## config.mk

```make
export PLATFORM = sky130hd
export DESIGN_NAME = cgs_clock_gate_status
export DESIGN_NICKNAME = d
export VERILOG_FILES = /design/src/hw/cgs_pkg.sv /design/src/hw/cgs_clock_gate_status.sv
export SDC_FILE = /design/constraint.sdc
export NUM_CORES = 1
export LEC_CHECK = 0
export BUFFER_PORTS_ARGS = -buffer_cell sky130_fd_sc_hd__buf_2
export CORE_ASPECT_RATIO = 1.75
export CORE_UTILIZATION = 55
export DETAILED_ROUTE_END_ITERATION = 6
export PLACE_DENSITY = 0.8
export SYNTH_ARGS = -nofsm -noshare
export SYNTH_HDL_FRONTEND = slang
export SYNTH_SLANG_ARGS = --single-unit
export TNS_END_PERCENT = 100
```

## constraint.sdc

```tcl
create_clock -name mclk -period 5 [get_ports mclk]
set_input_delay 0.75 -clock mclk [delete_from_list [all_inputs] [get_ports mclk]]
set_output_delay 0.75 -clock mclk [all_outputs]
set_load 0.01 [all_outputs]
```

## src/hw/cgs_pkg.sv

```systemverilog
package cgs_pkg;

    // ****************************************
    // Register map
    // ****************************************
    localparam int REG_ADDR_W = 2;
    localparam logic [1:0] ADDR_CLOCK_STOP = 2'h0;
    localparam logic [1:0] ADDR_STARTUP_OUTCOME = 2'h1;
    localparam logic [1:0] ADDR_CONFIG_SELECT = 2'h2;

    // ****************************************
    // Block clock stop fields
    // ****************************************
    localparam int BIT_ALL_LOGIC_STOP = 11;
    localparam int BIT_ACT_B_STOP = 5;
    localparam int BIT_ACT_A_STOP = 4;
    localparam int BIT_LOSS_C_STOP = 3;
    localparam int BIT_LOSS_B_STOP = 2;
    localparam int BIT_LOSS_A_STOP = 1;
    localparam logic [15:0] CLOCK_STOP_RESET = 16'h0000;
    localparam logic [15:0] CLOCK_STOP_WMASK = 16'h097F;

    // ****************************************
    // Startup outcome fields
    // ****************************************
    localparam int BIT_BIAS_TIMEOUT = 5;
    localparam int BIT_OTP_TIMEOUT = 6;
    localparam int BIT_APLL_TIMEOUT = 7;
    localparam int BIT_OSC_FALLBACK = 4;
    localparam int BIT_READY = 3;
    localparam logic [7:0] STARTUP_RESET = 8'h00;
    localparam logic [3:0] CONFIG_SELECT_RESET = 4'h4;

    // ****************************************
    // Timing
    // ****************************************
    localparam int CLK_HZ = 50_000_000;
    localparam int BIAS_TIMEOUT_MS = 2;
    localparam int OTP_TIMEOUT_MS = 10;
    localparam int APLL_TIMEOUT_MS = 2;
    localparam int BIAS_TIMEOUT_CYC = BIAS_TIMEOUT_MS * (CLK_HZ / 1000);
    localparam int OTP_TIMEOUT_CYC = OTP_TIMEOUT_MS * (CLK_HZ / 1000);
    localparam int APLL_TIMEOUT_CYC = APLL_TIMEOUT_MS * (CLK_HZ / 1000);
    localparam int DIV_START_CYC = 64;
    localparam int TIMER_W = 20;

    // ****************************************
    // Startup sequence states
    // ****************************************
    typedef enum logic [4:0] {
        ST_WAIT_CLK = 5'b00001,
        ST_BIAS_CAL = 5'b00010,
        ST_OTP_LOAD = 5'b00100,
        ST_APLL_LOCK = 5'b01000,
        ST_DONE = 5'b10000
    } cgs_state_e;

endpackage : cgs_pkg

```

## src/hw/cgs_clock_gate_status.sv

```systemverilog
// Notes on behaviour
// - Bit 11 stops all ungated internal logic clocks.
// - Bit 11 also kills register access until rst_b reset.
// - Bit 5 stops activity watch B clock.
// - Bit 4 stops activity watch A clock.
// - Bit 3 stops signal loss watch C clock.
// - Bit 2 stops signal loss watch B clock.
// - Bit 1 stops signal loss watch A clock.
// - Status bit 5 flags bias calibration timeout.
// - Status bit 6 flags configuration load timeout.
// - Status bit 7 flags PLL lock timeout.
// - Dead divider switches ring oscillator, sets bit 4.
// - Ready bit 3 set when configuration load completes.
// - Status bits 1:0 show loaded user configuration.
// - Common configuration always loaded with user one.
// - Clock stop resets zero; bits 11, 8 and 6:0 writable, others read-only.
// - Four-bit select, reset 0x4, picks user configuration.
`timescale 1ns/1ps

module cgs_clock_gate_status
    import cgs_pkg::*;
#(
    parameter int BIAS_TIMEOUT = BIAS_TIMEOUT_CYC,
    parameter int OTP_TIMEOUT = OTP_TIMEOUT_CYC,
    parameter int APLL_TIMEOUT = APLL_TIMEOUT_CYC,
    parameter int DIV_START = DIV_START_CYC
) (
    // Clock and reset
    input wire logic mclk,
    input wire logic rst_b,
    // Register port from the serial interface
    input wire logic regWrEn,
    input wire logic regRdEn,
    input wire logic [REG_ADDR_W-1:0] regAddr,
    input wire logic [15:0] regWrData,
    output logic [15:0] regRdData,
    output logic regRdValid,
    // Startup sequence handshakes
    input wire logic sysDivToggling,
    input wire logic biasCalDone,
    input wire logic otpLoadDone,
    input wire logic apllLocked,
    output logic ringOscSelect,
    output logic biasCalStart,
    output logic otpLoadStart,
    output logic otpCommonLoad,
    output logic [1:0] otpUserSelect,
    output logic apllStart,
    // Clock stop controls
    output logic allLogicClockStop,
    output logic activityWatchBClockStop,
    output logic activityWatchAClockStop,
    output logic signalLossWatchCClockStop,
    output logic signalLossWatchBClockStop,
    output logic signalLossWatchAClockStop
);

    // ****************************************
    // Parameter checks
    // ****************************************
    initial begin
        if (BIAS_TIMEOUT < 1 || OTP_TIMEOUT < 1 || APLL_TIMEOUT < 1 || DIV_START < 1 ||
            BIAS_TIMEOUT >= (1 << TIMER_W) || OTP_TIMEOUT >= (1 << TIMER_W) ||
            APLL_TIMEOUT >= (1 << TIMER_W) || DIV_START >= (1 << TIMER_W)) begin
            $error("cgs_clock_gate_status: timeout parameter out of range");
        end
    end

    localparam logic [TIMER_W-1:0] BIAS_LIM = TIMER_W'(BIAS_TIMEOUT - 1);
    localparam logic [TIMER_W-1:0] OTP_LIM = TIMER_W'(OTP_TIMEOUT - 1);
    localparam logic [TIMER_W-1:0] APLL_LIM = TIMER_W'(APLL_TIMEOUT - 1);
    localparam logic [TIMER_W-1:0] DIV_LIM = TIMER_W'(DIV_START - 1);

    logic [15:0] clockStop_r;
    logic [3:0] configSel_r;
    logic [7:0] outcome_r;
    cgs_state_e state_r;
    logic [TIMER_W-1:0] timer_r;
    logic halted;
    logic wrStop;
    logic wrSel;

    // ****************************************
    // Global stop
    // ****************************************
    // Once set, everything without its own stop bit freezes, the register port included.
    assign halted = clockStop_r[BIT_ALL_LOGIC_STOP];
    assign wrStop = regWrEn && !halted && regAddr == ADDR_CLOCK_STOP;
    assign wrSel = regWrEn && !halted && regAddr == ADDR_CONFIG_SELECT;

    // ****************************************
    // Register writes
    // ****************************************
    always_ff @(posedge mclk) begin
        if (!rst_b) begin
            clockStop_r <= CLOCK_STOP_RESET;
        end else if (wrStop) begin
            clockStop_r <= regWrData & CLOCK_STOP_WMASK;
        end
    end

    always_ff @(posedge mclk) begin
        if (!rst_b) begin
            configSel_r <= CONFIG_SELECT_RESET;
        end else if (wrSel) begin
            configSel_r <= regWrData[3:0];
        end
    end

    // ****************************************
    // Register reads
    // ****************************************
    always_ff @(posedge mclk) begin
        if (!rst_b) begin
            regRdData <= 16'h0000;
            regRdValid <= 1'b0;
        end else if (halted) begin
            regRdValid <= 1'b0;
        end else begin
            regRdValid <= regRdEn;
            if (regRdEn) begin
                unique case (regAddr)
                    ADDR_CLOCK_STOP: regRdData <= clockStop_r;
                    ADDR_STARTUP_OUTCOME: regRdData <= {8'h00, outcome_r};
                    ADDR_CONFIG_SELECT: regRdData <= {12'h000, configSel_r};
                    default: regRdData <= 16'h0000;
                endcase
            end
        end
    end

    // ****************************************
    // Clock stop outputs
    // ****************************************
    always_ff @(posedge mclk) begin
        if (!rst_b) begin
            allLogicClockStop <= 1'b0;
            activityWatchBClockStop <= 1'b0;
            activityWatchAClockStop <= 1'b0;
            signalLossWatchCClockStop <= 1'b0;
            signalLossWatchBClockStop <= 1'b0;
            signalLossWatchAClockStop <= 1'b0;
        end else begin
            allLogicClockStop <= clockStop_r[BIT_ALL_LOGIC_STOP];
            activityWatchBClockStop <= clockStop_r[BIT_ACT_B_STOP];
            activityWatchAClockStop <= clockStop_r[BIT_ACT_A_STOP];
            signalLossWatchCClockStop <= clockStop_r[BIT_LOSS_C_STOP];
            signalLossWatchBClockStop <= clockStop_r[BIT_LOSS_B_STOP];
            signalLossWatchAClockStop <= clockStop_r[BIT_LOSS_A_STOP];
        end
    end

    // ****************************************
    // Startup sequence
    // ****************************************
    always_ff @(posedge mclk) begin
        if (!rst_b) begin
            state_r <= ST_WAIT_CLK;
            timer_r <= '0;
            outcome_r <= STARTUP_RESET;
            ringOscSelect <= 1'b0;
            biasCalStart <= 1'b0;
            otpLoadStart <= 1'b0;
            otpCommonLoad <= 1'b0;
            otpUserSelect <= 2'h0;
            apllStart <= 1'b0;
        end else if (!halted) begin
            unique case (state_r)
                ST_WAIT_CLK: begin
                    if (sysDivToggling) begin
                        state_r <= ST_BIAS_CAL;
                        timer_r <= '0;
                        biasCalStart <= 1'b1;
                    end else if (timer_r == DIV_LIM) begin
                        ringOscSelect <= 1'b1;
                        outcome_r[BIT_OSC_FALLBACK] <= 1'b1;
                        state_r <= ST_BIAS_CAL;
                        timer_r <= '0;
                        biasCalStart <= 1'b1;
                    end else begin
                        timer_r <= timer_r + 1'b1;
                    end
                end
                ST_BIAS_CAL: begin
                    if (biasCalDone || timer_r == BIAS_LIM) begin
                        outcome_r[BIT_BIAS_TIMEOUT] <= !biasCalDone;
                        biasCalStart <= 1'b0;
                        state_r <= ST_OTP_LOAD;
                        timer_r <= '0;
                        otpLoadStart <= 1'b1;
                        otpCommonLoad <= 1'b1;
                        otpUserSelect <= configSel_r[1:0];
                    end else begin
                        timer_r <= timer_r + 1'b1;
                    end
                end
                ST_OTP_LOAD: begin
                    if (otpLoadDone || timer_r == OTP_LIM) begin
                        outcome_r[BIT_OTP_TIMEOUT] <= !otpLoadDone;
                        outcome_r[BIT_READY] <= otpLoadDone;
                        outcome_r[1:0] <= otpUserSelect;
                        otpLoadStart <= 1'b0;
                        otpCommonLoad <= 1'b0;
                        state_r <= ST_APLL_LOCK;
                        timer_r <= '0;
                        apllStart <= 1'b1;
                    end else begin
                        timer_r <= timer_r + 1'b1;
                    end
                end
                ST_APLL_LOCK: begin
                    if (apllLocked || timer_r == APLL_LIM) begin
                        outcome_r[BIT_APLL_TIMEOUT] <= !apllLocked;
                        state_r <= ST_DONE;
                    end else begin
                        timer_r <= timer_r + 1'b1;
                    end
                end
                ST_DONE: begin
                    state_r <= ST_DONE;
                end
            endcase
        end
    end

endmodule : cgs_clock_gate_status

```

==> results of run 1 <==
## cells in the mapped netlist, types with 3 or more instances
master,instances
sky130_fd_sc_hd__or4b_1,4
sky130_fd_sc_hd__o21ai_0,4
sky130_fd_sc_hd__a21oi_1,18
sky130_fd_sc_hd__dfxtp_1,66
sky130_fd_sc_hd__nor3_1,13
sky130_fd_sc_hd__and3_1,6
sky130_fd_sc_hd__nand2_1,36
sky130_fd_sc_hd__a32oi_1,15
sky130_fd_sc_hd__mux2_2,3
sky130_fd_sc_hd__nand3_1,22
sky130_fd_sc_hd__buf_2,6
sky130_fd_sc_hd__a22oi_1,3
sky130_fd_sc_hd__mux2i_1,22
sky130_fd_sc_hd__nand2b_1,4
sky130_fd_sc_hd__nand4_1,17
sky130_fd_sc_hd__clkbuf_1,19
sky130_fd_sc_hd__inv_1,15
sky130_fd_sc_hd__nor2_1,36
sky130_fd_sc_hd__a211oi_1,7
sky130_fd_sc_hd__buf_4,8
sky130_fd_sc_hd__or3_1,4
sky130_fd_sc_hd__o21ai_1,5
sky130_fd_sc_hd__and2_1,7
sky130_fd_sc_hd__and4_1,3
sky130_fd_sc_hd__o22ai_1,7
## layer usage
metal,up-vias,GRT usage,part of all wire
met4,0,0.161,0.038
met2,126,0.465,0.53
met5,-,0,0
met3,31,0.0699,0.058
li1,1453,-,-
met1,1413,0.308,0.37
## final cells by class
type | instances | area (um^2)
Fill cell | 528 | 2020
Clock inverter | 3 | 42.5
Timing Repair Buffer | 44 | 228
Sequential cell | 66 | 1320
Inverter | 16 | 60.1
Multi-Input combinational cell | 275 | 1730
Tap cell | 76 | 95.1
Clock buffer | 11 | 131
## worst max path at each step
| stage | end | cells past startpoint |
|---|---|---|
| 6_report | timer_r[2] | 5 |
| 5_1_grt | timer_r[2] | 5 |
| 2_1_floorplan | timer_r[2] | 8 |
| 3_5_place_dp | timer_r[2] | 5 |
| 4_1_cts | timer_r[2] | 5 |
| 3_3_place_gp | timer_r[2] | 5 |
## through the flow
stage               cells  area (um^2)  utilization
detailed placement    477         3430        0.610
global placement      477         3430        0.610
global route          491         3610        0.640
finish                491         3610        0.640
floorplan             392         3270            -
CTS                   491         3610        0.640
## sequential cells by signal, indices dropped and copies added, names as in the netlist, 2 cells and up
name and count:
outcome_r 6, timer_r 20, clockStop_r 9, otpUserSelect 2, configSel_r 4, state_r 5
regRdData 9
## worst max-delay path, stage by stage
cell                        delay (ps)
sky130_fd_sc_hd__buf_2             540
sky130_fd_sc_hd__nand2b_1          150
sky130_fd_sc_hd__o2bb2ai_1         850
sky130_fd_sc_hd__nand3_1           440
sky130_fd_sc_hd__o311ai_1          320
## cell families (layout without fill, tap and decap cells)
family / count (synthesis) / in the layout / synth area share
xor+xnor: 1 / 1 / 0.00270
buf+inv: 51 / 74 / 0.0705
flops: 66 / 66 / 0.407
compound gates: 74 / 74 / 0.161
mux: 25 / 25 / 0.0782
other cells: 1 / 7 / 0.00115
simple gates: 167 / 167 / 0.276
fa+ha+maj: 1 / 1 / 0.00385
## where the power goes
| part | leakage [nW] | internal (W) | switching, W |
|---|---|---|---|
| clock | 0.0853 | 0.000224 | 0.000195 |
| combinational | 0.772 | 0.0000641 | 0.000119 |
| sequential | 0.535 | 0.000543 | 0.0000211 |
| total | 1.39 | 0.000831 | 0.000335 |
## placed cells by master, fill, tap and decap left out, drive strengths merged, types with 15 or more instances in the layout
| cell | count |
|---|---|
| nand3 | 22 |
| nand2 | 36 |
| nand4 | 17 |
| a32oi | 15 |
| mux2i | 22 |
| inv | 15 |
| nor3 | 15 |
| a21oi | 18 |
| dfxtp | 66 |
| nor2 | 36 |
| buf | 44 |
==> flow_summary.yaml, run 1 <==
status:
  run_status: "finished, final reports clean"
sta:
  measured_slew_at_the_worst_slew_check_pin_ps: 1170
  rsz0062_at_grt: "no"
  finalHoldWorstSlack_ps: 462
  final.min_clock_period_ps: 2820
  setup_viol: 0
  maximum_clock_rate_mhz: 355
  timing.slew.headroom: 0.212
  final_min_period_over_clock_period: 0.563
  hold_viol_final: 0
  finalClockSkew_ps: 8.16
  fin_tns_setup_ps: 0
  fin_ws_ps: 2180
  final_max_slew_viol_count: 0
power_and_ir_drop:
  finalPower_w: 0.00117
  power_density_cells_nw_per_um2: 323
  total_leakage_power_nw: 1.39
  vdd_ir_drop_max_mv: 0.257
worst_hold_path:
  timing.hold.worst.class: "reg2reg"
  hold_path_depth: 2
  min_delay_worst_endpoint: "regRdData[8]"
  hold_path_start: "regRdData[8]"
synthesis:
  dominant_register_cell_in_the_synthesized_netlist: "sky130_fd_sc_hd__dfxtp_1"
  syn_inst: 386
  post_synth_num_cell_types: 52
  synth_top_area_cell: "sky130_fd_sc_hd__dfxtp_1"
  synthesis.yosys.warnings: 0
  synth-edff-count: 0
  synth_area_leaders: "sky130_fd_sc_hd__dfxtp_1 (41%), sky130_fd_sc_hd__mux2i_1 (6.8%), sky130_fd_sc_hd__nand2_1 (4.2%)"
  ys_ff_latch: 66
  async_reset_ff_frac: 0
  post_synth_instance_area_um2: 3250
  synth_sequential_area_ratio: 0.407
  synth_top_cell_area_share: 0.407
  syn-mean-instance-area_um2: 8.42
clock_network:
  post_cts_buffers: 0
  htree_levels: 3
  cts_resizes: 0
  cts_made_buffers: 9
  cts.path.max_buffers: 2
  clkSlewWorstSetupHoldPaths_ps: 70
  cts.hold.buffers_added: 0
  tritoncts_clock_tree: "yes"
  clock-root-buffer: "sky130_fd_sc_hd__clkbuf_8"
  worst_skew_pair.late_latency_ps: 360
  clock_sinks: 66
die:
  core.rowCount: 36
  fp.dieH_um: 104
  dieArea_um2: 6230
  number_of_ports_placed_on_the_die_boundary: 56
  die_width_um: 60.1
  coreArea_um2: 5630
  starting_density_of_the_core: 0.577
cells_and_area:
  nNetsFinal: 439
  fraction_of_layout_instances_using_a_drive_strength_above_1: 0.166
  antennaDiodeCount: 0
  flow.area_growth_from_synthesis_pct: 11.0
placement:
  buffer_ports.inserted: 41
  post-dp-hpwl_mm: 5.53
  post-place-ws_ps: 1900
  place.gp.congestion: 0.875
setup_path:
  regToRegEndpoint: "timer_r[2]"
  timing.reg2reg.setup_slack_ps: 2330
  cp_data_required_time_ps: 5260
  critPathCaptureType: "register"
  setup.worst_path.start: "rst_b"
  worstPathMaxFanout: 38
  critPathLaunchType: "input pin"
  r2r_cells: 7
  arrival_ps: 3080
  critPathKind: "in2reg"
  reg2reg_from: "timer_r[0]"
drt:
  detail-route-antenna-nets: 0
  vias_per_cell: 6.16
  drt_iter0_markers: 200
  route.vias.total: 3023
  wire_per_inst_um: 16.4
  drt-total-wl_mm: 8.05
  route.detailed.drc: 0
  drt_pre_antenna_iters: 5
grt:
  first_global_vias: 2797
  grt_max_degree: 39
  grt_first_pass_wirelength_mm: 13.3
  number_of_antenna_violations_at_the_first_check_in_global_routing: 0
  grt_usage: 0.281
  global_route.overflow_total: 0
flow_run:
  maxCapViolations: 0
Note: power is estimated with default switching activity, not from simulation.
==> run 2: changes to the inputs <==
--- a/config.mk
+++ b/config.mk
@@ -7,9 +7,9 @@
 export LEC_CHECK = 0
 export BUFFER_PORTS_ARGS = -buffer_cell sky130_fd_sc_hd__buf_2
 export CORE_ASPECT_RATIO = 1.75
-export CORE_UTILIZATION = 55
+export CORE_UTILIZATION = 50
 export DETAILED_ROUTE_END_ITERATION = 6
-export PLACE_DENSITY = 0.8
+export PLACE_DENSITY = 0.77
 export SYNTH_ARGS = -nofsm -noshare
 export SYNTH_HDL_FRONTEND = slang
 export SYNTH_SLANG_ARGS = --single-unit
==> constraint.sdc (replaced) <==
create_clock -name mclk -period 2.4 [get_ports mclk]
set_input_delay 0.36 -clock mclk [delete_from_list [all_inputs] [get_ports mclk]]
set_output_delay 0.36 -clock mclk [all_outputs]
set_load 0.01 [all_outputs]
==> run 2 against run 1 <==
Final cell count up 5.1%. Clock skew up 3.1 ps. Via count up 4.3%. Critical endpoint is now timer_r[4]. Largest power group unchanged.
==> flow_summary.yaml, run 2 (synthesis results as in run 1) <==
clock_network:
  htree_levels: 3
  clkSlewWorstSetupHoldPaths_ps: 80
  clock-root-buffer: "sky130_fd_sc_hd__clkbuf_8"
  cts.path.max_buffers: 2
  cts_made_buffers: 9
  tritoncts_clock_tree: "yes"
  clock_sinks: 66
  post_cts_buffers: 0
  worst_skew_pair.late_latency_ps: 360
grt:
  grt_first_pass_wirelength_mm: 13.6
  first_global_vias: 2938
  grt_max_degree: 27
  grt_usage: 0.257
  global_route.overflow_total: 0
  number_of_antenna_violations_at_the_first_check_in_global_routing: 0
setup_path:
  critPathKind: "reg2reg"
  cpMaxStageDelayCell: "sky130_fd_sc_hd__nor4_2"
  worstPathCellList: "nor4_2 > nand2_1 > nor3_1 > o2bb2ai_4 > buf_4 > a32oi_1 > mux2i_1"
  arrival_ps: 2500
  timing.reg2reg.setup_slack_ps: 150
  worstPathMaxFanout: 15
  critical_path.max_stage_delay_ps: 450
  reg2reg_from: "timer_r[6]"
  critPathCaptureType: "register"
  r2r_cells: 7
  cp_data_required_time_ps: 2640
  critPathLaunchType: "register"
  regToRegEndpoint: "timer_r[4]"
die:
  starting_density_of_the_core: 0.522
  die_width_um: 62.9
  dieArea_um2: 6840
  number_of_ports_placed_on_the_die_boundary: 56
  core.rowCount: 38
  coreArea_um2: 6230
  fp.dieH_um: 109
power_and_ir_drop:
  finalPower_w: 0.00268
  combinationalPowerShare: 0.162
  switching_power_w: 0.000736
  power_density_cells_nw_per_um2: 698
  internal_power_w: 0.00194
  total_leakage_power_nw: 1.52
  power_share_of_the_sequential_group: 0.436
  power_frac_clock: 0.402
  vdd_ir_drop_max_mv: 0.537
  power.share.switching: 0.275
sta:
  fin_tns_setup_ps: 0
  final_min_period_over_clock_period: 0.939
  final.min_clock_period_ps: 2250
  setup_viol: 0
  rsz0062_at_grt: "no"
  final_max_slew_viol_count: 0
  maximum_clock_rate_mhz: 444
  hold_viol_final: 0
  finalClockSkew_ps: 11.3
  finalHoldWorstSlack_ps: 229
worst_hold_path:
  timing.hold.worst.class: "in2reg"
  hold_path_depth: 2
  min_delay_worst_endpoint: "outcome_r[7]"
  hold_path_start: "apllLocked"
drt:
  route.vias.total: 3152
  vias_per_cell: 6.11
  route.detailed.drc: 0
  drt-total-wl_mm: 8.31
  wire_per_inst_um: 16.1
  drt_iter0_markers: 208
  drt_pre_antenna_iters: 5
  detail-route-antenna-nets: 0
cells_and_area:
  final_cell_mix: "sky130_fd_sc_hd__dfxtp_1 (66), sky130_fd_sc_hd__buf_2 (41), sky130_fd_sc_hd__nor2_1 (36), sky130_fd_sc_hd__nand2_1 (36)"
  fraction_of_layout_instances_using_a_drive_strength_above_1: 0.216
  flow.area_growth_from_synthesis_pct: 18.0
  nNetsFinal: 458
  largest_register_ff_count: 20
  regMostFlops: "timer_r"
  nFillCells: 556
  largestRegisters: "timer_r: 20 flops, clockStop_r: 9 flops, regRdData: 9 flops"
  antennaDiodeCount: 0
  most_common_cell_after_layout_fill_and_taps_aside: "sky130_fd_sc_hd__dfxtp_1"
flow_run:
  maxCapViolations: 0
placement:
  post-dp-hpwl_mm: 5.86
  buffer_ports.inserted: 41
  place.gp.congestion: 0.912
status:
  run_status: "finished, final reports clean"
## run 2: cell types whose count changed in the layout (fill, tap and decap cells not counted), sizes merged
cell | previous run | this run
buf | 44 | 63
bufinv | 1 | 2
clkbuf | 11 | 12
clkinv | 2 | 3
clkinvlp | 1 | 0
## run 2: cell type report
class,count,area [um^2],share of cell area
clock inverters,4,73.8,0.0192
flip-flops and latches,66,1320,0.345
well taps,80,100,0.0261
multi-input cells,275,1750,0.457
clock buffers,12,155,0.0405
inverters,16,60.1,0.0157
repair buffers,63,370,0.0966
## run 2: timing repair
action	4_1_cts	5_1_grt
resized for setup	0	4
endpoints found under the hold margin	0	0
hold buffers	0	0
setup endpoints to repair	0	5
## run 2: critical path, delay by kind of cell, from the launching register on
family | cells | cell delay (ps)
compound gates | 2 | 410
buf+inv | 1 | 230
simple gates | 3 | 1030
mux | 1 | 100
flops | 1 | 370
## run 2: stage by stage
| step | cell area [um^2] | std cells | util | worst slack [ps] |
|---|---|---|---|---|
| floorplan | 3270 | 392 | - | 286 |
| global placement | 3580 | 500 | 0.575 | 124 |
| detailed placement | 3580 | 500 | 0.575 | 99.5 |
| CTS | 3810 | 516 | 0.611 | 89.6 |
| global route | 3830 | 516 | 0.616 | 41.0 |
| finish | 3830 | 516 | 0.616 | 147 |
## run 2: power groups by stage
stage               registers, W  clock network, W  logic (W)
floorplan                0.00118                 0   0.000295
global placement         0.00119                 0   0.000409
detailed placement       0.00119                 0   0.000418
CTS                      0.00117           0.00109   0.000419
global route             0.00117           0.00113   0.000473
finish                   0.00117           0.00108   0.000433
## run 2: per-layer routing
layer / part of all wire / vias to the layer above / GRT usage / wire length, um
met4: 0.040 / 0 / 0.163 / 333
met3: 0.069 / 35 / 0.0617 / 570
met2: 0.52 / 164 / 0.450 / 4330
met5: 0 / - / 0 / 0
met1: 0.37 / 1467 / 0.272 / 3080
li1: - / 1486 / - / -
## run 2: how the worst max path moves through the flow
stage,slack [ps],endpoint,start
global placement,120,timer_r[2],timer_r[1]
floorplan,290,timer_r[2],timer_r[0]
CTS,90,timer_r[2],timer_r[1]
global route,40,timer_r[17],state_r[1]
finish,150,timer_r[4],timer_r[6]
detailed placement,100,timer_r[2],timer_r[1]
